**config.mk**
```make
export PLATFORM = sky130hd
export DESIGN_NAME = ext_irq_flags
export DESIGN_NICKNAME = d
export VERILOG_FILES = /design/src/common/ext_irq_pkg.sv /design/src/hw/ext_irq_flags.sv
export SDC_FILE = /design/constraint.sdc
export NUM_CORES = 1
export LEC_CHECK = 0
export ABC_AREA = 0
export BUFFER_PORTS_ARGS = -buffer_cell sky130_fd_sc_hd__clkbuf_2
export CAP_MARGIN = 20
export CORE_MARGIN = 2
export CORE_UTILIZATION = 52
export CTS_CLUSTER_SIZE = 14
export DETAILED_ROUTE_END_ITERATION = 8
export GPL_ROUTABILITY_DRIVEN = 0
export HOLD_SLACK_MARGIN = 0.1
export PLACE_DENSITY = 0.75
export SLEW_MARGIN = 20
export SYNTH_ARGS = -nofsm -noshare
export SYNTH_HDL_FRONTEND = slang
export SYNTH_SLANG_ARGS = --single-unit
```
**constraint.sdc**
```tcl
create_clock -name CLK_SYS -period 1.42 [get_ports CLK_SYS]
set_clock_uncertainty 0.2 [all_clocks]
set_input_delay 0.142 -clock CLK_SYS [delete_from_list [all_inputs] [get_ports CLK_SYS]]
set_output_delay 0.142 -clock CLK_SYS [all_outputs]
set_load 0.05 [all_outputs]
```
**src/common/ext_irq_pkg.sv**
```systemverilog
// package: register map, field layout and trigger encodings for external pins
package ext_irq_pkg;
  localparam int          NUM_SRC      = 16;
  localparam int          ADDR_W       = 3;
  localparam int          DATA_W       = 8;
  localparam logic [2:0]  ADDR_TSEL0   = 3'h0;
  localparam logic [2:0]  ADDR_TSEL1   = 3'h1;
  localparam logic [2:0]  ADDR_TSEL2   = 3'h2;
  localparam logic [2:0]  ADDR_TSEL3   = 3'h3;
  localparam logic [2:0]  ADDR_PEN_LO  = 3'h4;
  localparam logic [2:0]  ADDR_PEN_HI  = 3'h5;
  localparam logic [2:0]  ADDR_FLG_LO  = 3'h6;
  localparam logic [2:0]  ADDR_FLG_HI  = 3'h7;
  localparam logic [7:0]  RESET_BYTE   = 8'h00;
  // writable source positions of each enable register
  localparam logic [15:0] ENABLE_MASK  = 16'hfefc;
  // sources that exist at all; source 8 has no logic
  localparam logic [15:0] SOURCE_MASK  = 16'hfeff;
  // sources whose flags clear on core response
  localparam logic [15:0] ACK_MASK     = 16'h0003;
  // sources gated by a port enable
  localparam logic [15:0] GATED_MASK   = 16'hfefc;
  localparam logic [15:0] GROUP_A_MASK = 16'h00fc;
  localparam logic [15:0] GROUP_B_MASK = 16'hfe00;

  typedef enum logic [1:0]
  {
    TRIG_LOW     = 2'h0,
    TRIG_FALL    = 2'h1,
    TRIG_RISE    = 2'h2,
    TRIG_BOTH    = 2'h3
  } trigger_kind_t;

  typedef struct packed
  {
    logic              wr;
    logic              rd;
    logic [ADDR_W-1:0] addr;
    logic [DATA_W-1:0] wdata;
  } reg_req_t;
endpackage

```
**src/hw/ext_irq_flags.sv**
```systemverilog
// external interrupt trigger selection, port enables and request flags
//
// The strobed register port and the register offsets were decided locally.
module ext_irq_flags
  import ext_irq_pkg::*;
(
  input  wire logic                  CLK_SYS,
  input  wire logic                  RST,
  input  wire logic [NUM_SRC-1:0]    PIN_IN,
  input  wire logic [ADDR_W-1:0]     ADDR,
  input  wire logic [DATA_W-1:0]     WDATA,
  input  wire logic                  WR,
  input  wire logic                  RD,
  input  wire logic                  ACK_SRC0,
  input  wire logic                  ACK_SRC1,
  input  wire logic                  GROUP_A_VECTOR_ENABLE,
  input  wire logic                  GROUP_B_VECTOR_ENABLE,
  output logic      [DATA_W-1:0]     RDATA,
  output logic      [NUM_SRC-1:0]    FLAGS,
  output logic                       REQ_SRC0,
  output logic                       REQ_SRC1,
  output logic                       REQ_GROUP_A,
  output logic                       REQ_GROUP_B
);

  reg_req_t                 req;
  logic [2*NUM_SRC-1:0]     tsel_reg;
  logic [2*NUM_SRC-1:0]     tsel_next;
  logic [NUM_SRC-1:0]       enable_reg;
  logic [NUM_SRC-1:0]       enable_next;
  logic [NUM_SRC-1:0]       flag_reg;
  logic [NUM_SRC-1:0]       flag_next;
  logic [NUM_SRC-1:0]       pin_reg;
  logic [NUM_SRC-1:0]       prev_reg;
  logic [NUM_SRC-1:0]       trig;
  logic [NUM_SRC-1:0]       sw_clear;
  logic [NUM_SRC-1:0]       ack_vec;
  logic [DATA_W-1:0]        rdata_next;
  logic                     req_a_next;
  logic                     req_b_next;

  assign req = '{wr: WR, rd: RD, addr: ADDR, wdata: WDATA};
  assign ack_vec = {{(NUM_SRC-2){1'b0}}, ACK_SRC1, ACK_SRC0};

  // trigger condition per source; pins are sampled once so edges compare
  // two registered copies and never the raw input
  generate
    for (genvar i = 0; i < NUM_SRC; i++)
    begin : g_src
      trigger_kind_t kind;
      assign kind = trigger_kind_t'(tsel_reg[2*i +: 2]);
      always_comb
      begin
        unique case (kind)
          TRIG_LOW:  trig[i] = ~pin_reg[i];
          TRIG_FALL: trig[i] = prev_reg[i] & ~pin_reg[i];
          TRIG_RISE: trig[i] = ~prev_reg[i] & pin_reg[i];
          TRIG_BOTH: trig[i] = prev_reg[i] ^ pin_reg[i];
        endcase
      end
    end
  endgenerate

  always_comb
  begin
    tsel_next   = tsel_reg;
    enable_next = enable_reg;
    sw_clear    = '0;
    if (req.wr)
    begin
      unique case (req.addr)
        ADDR_TSEL0:  tsel_next[7:0]   = req.wdata;
        ADDR_TSEL1:  tsel_next[15:8]  = req.wdata;
        ADDR_TSEL2:  tsel_next[23:18] = req.wdata[7:2];
        ADDR_TSEL3:  tsel_next[31:24] = req.wdata;
        ADDR_PEN_LO: enable_next[7:0] =
                       req.wdata & ENABLE_MASK[7:0];
        ADDR_PEN_HI: enable_next[15:8] =
                       req.wdata & ENABLE_MASK[15:8];
        ADDR_FLG_LO: sw_clear[7:0]    = ~req.wdata;
        ADDR_FLG_HI: sw_clear[15:8]   = ~req.wdata;
      endcase
    end
  end

  // writing one to a flag does nothing; a new trigger beats a clear in
  // the same cycle so no event is lost
  always_comb
  begin
    flag_next = flag_reg & ~sw_clear & ~(ack_vec & ACK_MASK);
    flag_next = flag_next
              | (trig & SOURCE_MASK & ~GATED_MASK)
              | (trig & enable_reg & GATED_MASK);
  end

  always_comb
  begin
    rdata_next = RESET_BYTE;
    if (req.rd)
    begin
      unique case (req.addr)
        ADDR_TSEL0:  rdata_next = tsel_reg[7:0];
        ADDR_TSEL1:  rdata_next = tsel_reg[15:8];
        ADDR_TSEL2:  rdata_next = {tsel_reg[23:18], 2'h0};
        ADDR_TSEL3:  rdata_next = tsel_reg[31:24];
        ADDR_PEN_LO: rdata_next = enable_reg[7:0] & ENABLE_MASK[7:0];
        ADDR_PEN_HI: rdata_next = enable_reg[15:8];
        ADDR_FLG_LO: rdata_next = flag_reg[7:0];
        ADDR_FLG_HI: rdata_next = flag_reg[15:8];
      endcase
    end
  end

  // flags of a group combine onto one request, gated by the group enable
  always_comb
  begin
    req_a_next = GROUP_A_VECTOR_ENABLE
               & (|(flag_reg & GROUP_A_MASK));
    req_b_next = GROUP_B_VECTOR_ENABLE
               & (|(flag_reg & GROUP_B_MASK));
  end

  always_ff @(posedge CLK_SYS)
  begin
    if (RST)
    begin
      tsel_reg    <= '0;
      enable_reg  <= '0;
      flag_reg    <= '0;
      pin_reg     <= '1;
      prev_reg    <= '1;
      RDATA       <= RESET_BYTE;
      FLAGS       <= '0;
      REQ_SRC0    <= 1'b0;
      REQ_SRC1    <= 1'b0;
      REQ_GROUP_A <= 1'b0;
      REQ_GROUP_B <= 1'b0;
    end
    else
    begin
      tsel_reg    <= tsel_next;
      enable_reg  <= enable_next;
      flag_reg    <= flag_next;
      pin_reg     <= PIN_IN;
      prev_reg    <= pin_reg;
      RDATA       <= rdata_next;
      FLAGS       <= flag_next;
      REQ_SRC0    <= flag_next[0];
      REQ_SRC1    <= flag_next[1];
      REQ_GROUP_A <= req_a_next;
      REQ_GROUP_B <= req_b_next;
    end
  end
endmodule

```
======== Word-level counts from Yosys, hierarchy flattened ========
Index checks and enable logic that the tools add are counted.
cells by class
  eq/ne operators ......................... 52
  $lt $le $gt $ge ......................... 0
  reduce and logical (&&, ||, !) cells .... 25
  divide/modulo/power cells ............... 0
  $mul .................................... 0
  muxes and demuxes ....................... 19
  shift operators ......................... 0
  bitwise operators ....................... 87
  $add $sub $neg .......................... 0
operators by type and width
  kind                count
  $pmux 8 s8          1
  $eq 2x2->1 const B  30
  $pmux 1 s4          15
  $and 16x16->16      3
  $and 1x1->1         32
  $not 1->1           32
  $eq 2x1->1 const B  15
  $logic_not 2->1     15
  $mux 16             1
  $mux 8              2
  $not 16->16         1
  $not 2->16          1
  $or 16x16->16       1
  $or 16x2->16        1
  $xor 1x1->1         15
  $eq 3x3->1 const B  4
  $reduce_and 2->1    6
  $not 8->8           1
  $reduce_or 7->1     1
  $eq 3x2->1 const B  2
  $reduce_or 6->1     1
  $eq 3x1->1 const B  1
  $logic_not 3->1     1
  $reduce_or 2->1     1
word-level totals
  register bits ........................... 103
  RAM bits ................................ 0
  memories kept ........................... 0
  word-level logic and storage cells ...... 197
  input port bits ......................... 35
  output and inout port bits .............. 28
  bits in read-only memories .............. 0
  bits in latches ......................... 0

======== Depth between registers and ports, before layout ========
  depth in word-level cells ............... 8
  depth in mapped cells ................... 6
  depth with buffers taken out ............ 6

======== Worst setup path after synthesis ========
OpenSTA, ideal clock, no wires.
  path kind ............................... reg2reg
  start point ............................. reg flag_reg[12]
  end point ............................... reg REQ_GROUP_B
  stages on the path, launching flop included .. 4
  buffers on the path ..................... 0
  library setup time ...................... 125 ps
  data required time ...................... 1095 ps
  data arrival time ....................... 1259 ps
  setup slack ............................. -163 ps
  path through ............................ dfxtp_1 -> or4_1 -> nor4_1 -> nor3b_1
between the ends
  word-level cells in the longest chain between the ends .. 2
RTL lines
  element                 line                  text
  from (decl)             ext_irq_flags.sv:31   logic [NUM_SRC-1:0] flag_reg;
  from (signal assigned)  ext_irq_flags.sv:143  flag_reg <= flag_next;
  $reduce_or 7->1         ext_irq_flags.sv:120  & (|(flag_reg & GROUP_B_MASK));
  $and 1x1->1             ext_irq_flags.sv:120
  to (signal assigned)    ext_irq_flags.sv:151  REQ_GROUP_B <= req_b_next;
  to (decl)               ext_irq_flags.sv:23   output logic REQ_GROUP_B
No other way between the ends.
A chain may end at the register's enable or synchronous reset.

======== Worst setup path in the final report ========
  start point ............................. reg pin_reg[5]
  end point ............................... reg flag_reg[5]
between the ends
  word-level cells in the longest chain between the ends .. 5
RTL lines
  element                 line                                      text
  from (decl)             ext_irq_flags.sv:33                       logic [NUM_SRC-1:0] pin_reg;
  from (signal assigned)  ext_irq_flags.sv:130                      pin_reg <= '1;
  from (signal assigned)  ext_irq_flags.sv:144                      pin_reg <= PIN_IN;
  $not 1->1               ext_irq_flags.sv:55, ext_irq_flags.sv:56
  $and 1x1->1             ext_irq_flags.sv:56                       TRIG_FALL: trig[i] = prev_reg[i] & ~pin_reg[i];
  $pmux 1 s4 *            ext_irq_flags.sv:54                       unique case (kind)
  $and 16x16->16 *        ext_irq_flags.sv:93                       | (trig & enable_reg & GATED_MASK);
  $or 16x16->16 *         ext_irq_flags.sv:93
Mark *: on every way between the ends. The rest lies on a longest branch, timed or not.

==> impl_metrics.json <==
{
  "drv_slew": 0,
  "synth_seq_cells": 99,
  "yosys_warnings": 0,
  "tightest_slew_ns": 0.386,
  "critical_path_arrival_ns": 1.64,
  "start_util": 0.532,
  "cts_tree": "done",
  "placedCellCount": 708,
  "peakVddDrop_uv": 721,
  "status": "finished with violations",
  "drt-initial-drc-count": 307,
  "yosysMostFrequentCell": "dfxtp_1",
  "violations": "negative setup slack",
  "fp-row-count": 34,
  "endpoint": "flag_reg[5]",
  "clk_latency_ns": 0.36,
  "first_pass_iters": 8,
  "synth_cell_types": 43,
  "timing.rr.start": "pin_reg[5]",
  "multi_input_area_um2": 2480,
  "overflow": 0,
  "nets": 709,
  "hold_path.class": "primary input to flip-flop",
  "postSynth.asyncResetShare": 0,
  "netlist_instances": 519,
  "worstReg2RegEnd": "flag_reg[5]",
  "io_pins": 63,
  "startpoint_type": "flip-flop",
  "fin_crit_sh": 1.12,
  "grt_usage": 0.253,
  "instances_no_fill": 757,
  "setup_ws_ns": -0.167,
  "drcViolationCount": 0,
  "hpwl_um": 8690,
  "vias": 4221,
  "synth_area_leaders": "dfxtp_1, ha_1, mux2i_1",
  "p_leak_nw": 2.60,
  "synth_commonest_cells": "dfxtp_1, nand2_1, a21oi_1",
  "rsz0062_at_grt": "yes",
  "fp.dieH_um": 98.2,
  "cap_violations": 0,
  "seqCellArea_um2": 2010,
  "largest_register_ffs": 30,
  "max-clock-path-buffers": 2,
  "grt_max_degree": 45,
  "n_fill_cell": 678,
  "cts_htree_levels": 3,
  "wl_per_cell_um": 16.1,
  "antennaDiodeCount": 0,
  "hold_viol_final": 0,
  "portBuffers": 61,
  "ant_nets": 0,
  "routed_wl_um": 12200,
  "cts_num_sinks": 99,
  "core-area_um2": 8680,
  "clk_pin_slew_ns": 0.10,
  "r2r_cells": 6,
  "synth-seq-area-share": 0.430,
  "crit_path_start": "pin_reg[5]",
  "via_per_inst": 5.58,
  "critical_path_required_ns": 1.47,
  "yosys.area.top_type": "dfxtp_1",
  "avgSynthCellArea_um2": 8.89,
  "drive_gt1_frac": 0.320,
  "worstPathMaxFanout": 2,
  "pwr_density_cell_nw_per_um2": 897,
  "slew_headroom": 0.743,
  "fin_crit_ns": 1.59,
  "cts-buffers-inserted": 9,
  "path_delay_family": "multiplexers",
  "cpPeakStageDelay_ns": 0.47,
  "area_growth_pct": 30.8,
  "ys_dominant_reg_cell": "dfxtp_1",
  "critPathBufInv": 2,
  "hold_slack_ns": 0.0962,
  "synth_area_um2": 4610,
  "syn_nets": 584,
  "grt_pass1_vias": 4153,
  "min_from": "RST",
  "cts-root-buf": "clkbuf_8",
  "crit_type": "flip-flop to flip-flop",
  "endpoint_kind": "flip-flop",
  "synth_edf_count": 0,
  "grt_pass1_wl_um": 19800,
  "setup_viol": 4,
  "critPathMostFrequentCell": "inv_2",
  "crit_chain": "inv_2 > ha_4 > inv_2 > mux4_2 > nand2_2 > a21oi_2",
  "fmax_mhz": 630,
  "die_w_um": 98.2,
  "synth_top_area_share": 0.430,
  "dieArea_um2": 9640,
  "slowest_stage": "mux4_2",
  "worst-path-stages": 6,
  "antenna_found_initial": 0,
  "ff2ff_setup_slack_ns": -0.17
}
logic make-up after synthesis:
family / after synthesis / share of synthesized area
compound gates: 109 / 0.136
simple gates: 189 / 0.213
mux: 35 / 0.0868
flops: 99 / 0.430
buf+inv: 57 / 0.0534
fa+ha+maj: 30 / 0.0814
metrics by stage:
stage | power (mW) | instance area (um2) | setup TNS, ns | utilization | worst slack, ns
6_report | 5.41 | 6030 | -0.610 | 0.695 | -0.167
5_1_grt | 5.63 | 6030 | -0.859 | 0.695 | -0.192
4_1_cts | 5.42 | 5980 | -0.536 | 0.689 | -0.150
3_5_place_dp | 3.59 | 5400 | -2.62 | 0.622 | -0.143
3_3_place_gp | 3.56 | 5400 | -1.95 | 0.622 | -0.100
2_1_floorplan | 3.34 | 4680 | -0.409 | - | -0.0898
area by class of cell:
| class | instances | area share |
|---|---|---|
| clock buffers | 12 | 0.0276 |
| clock inverters | 4 | 0.00477 |
| inverters | 35 | 0.0218 |
| multi-input cells | 363 | 0.410 |
| flip-flops and latches | 99 | 0.334 |
| well taps | 108 | 0.0224 |
| repair buffers | 136 | 0.179 |
power by group:
group,total [mW],switching [mW],internal [mW]
sequential,2.93,0.0742,2.85
combinational,0.701,0.371,0.330
clock,1.78,0.979,0.805
cells in the final DEF, fill, tap and decap left out, types with 26 or more instances in the layout:
| cell type | n |
|---|---|
| clkbuf_2 | 46 |
| nand2_1 | 72 |
| dfxtp_1 | 78 |
| buf_4 | 45 |
| a21oi_1 | 38 |
| nor2_1 | 29 |
| ha_1 | 26 |
| dlygate4sd3_1 | 29 |
| inv_1 | 26 |
| mux2i_1 | 31 |
| or2_2 | 30 |
| o21ai_0 | 38 |
per-layer routing:
| layer | track usage | share of wire |
|---|---|---|
| met1 | 0.323 | 0.42 |
| met4 | 0.0896 | 0.027 |
| met5 | 0 | 0 |
| met3 | 0.0523 | 0.058 |
| met2 | 0.429 | 0.49 |
worst min path at each step:
stage                             end  depth (start not counted)
after global routing      flag_reg[1]                          2
after detailed placement   pin_reg[2]                          2
after CTS                    RDATA[2]                          4
final                     flag_reg[1]                          2
after global placement    pin_reg[11]                          2
after floorplan           pin_reg[15]                          1
repair_timing:
| item | CTS | global route |
|---|---|---|
| pin swaps | 0 | 8 |
| gates cloned | 0 | 0 |
| endpoints found under the hold margin | 85 | 0 |
| setup buffers | 2 | 2 |
| setup endpoints to repair | 17 | 25 |
| hold buffers | 30 | 0 |
| gates resized for setup | 23 | 26 |
No activity file was read; power rests on OpenSTA's default activity.
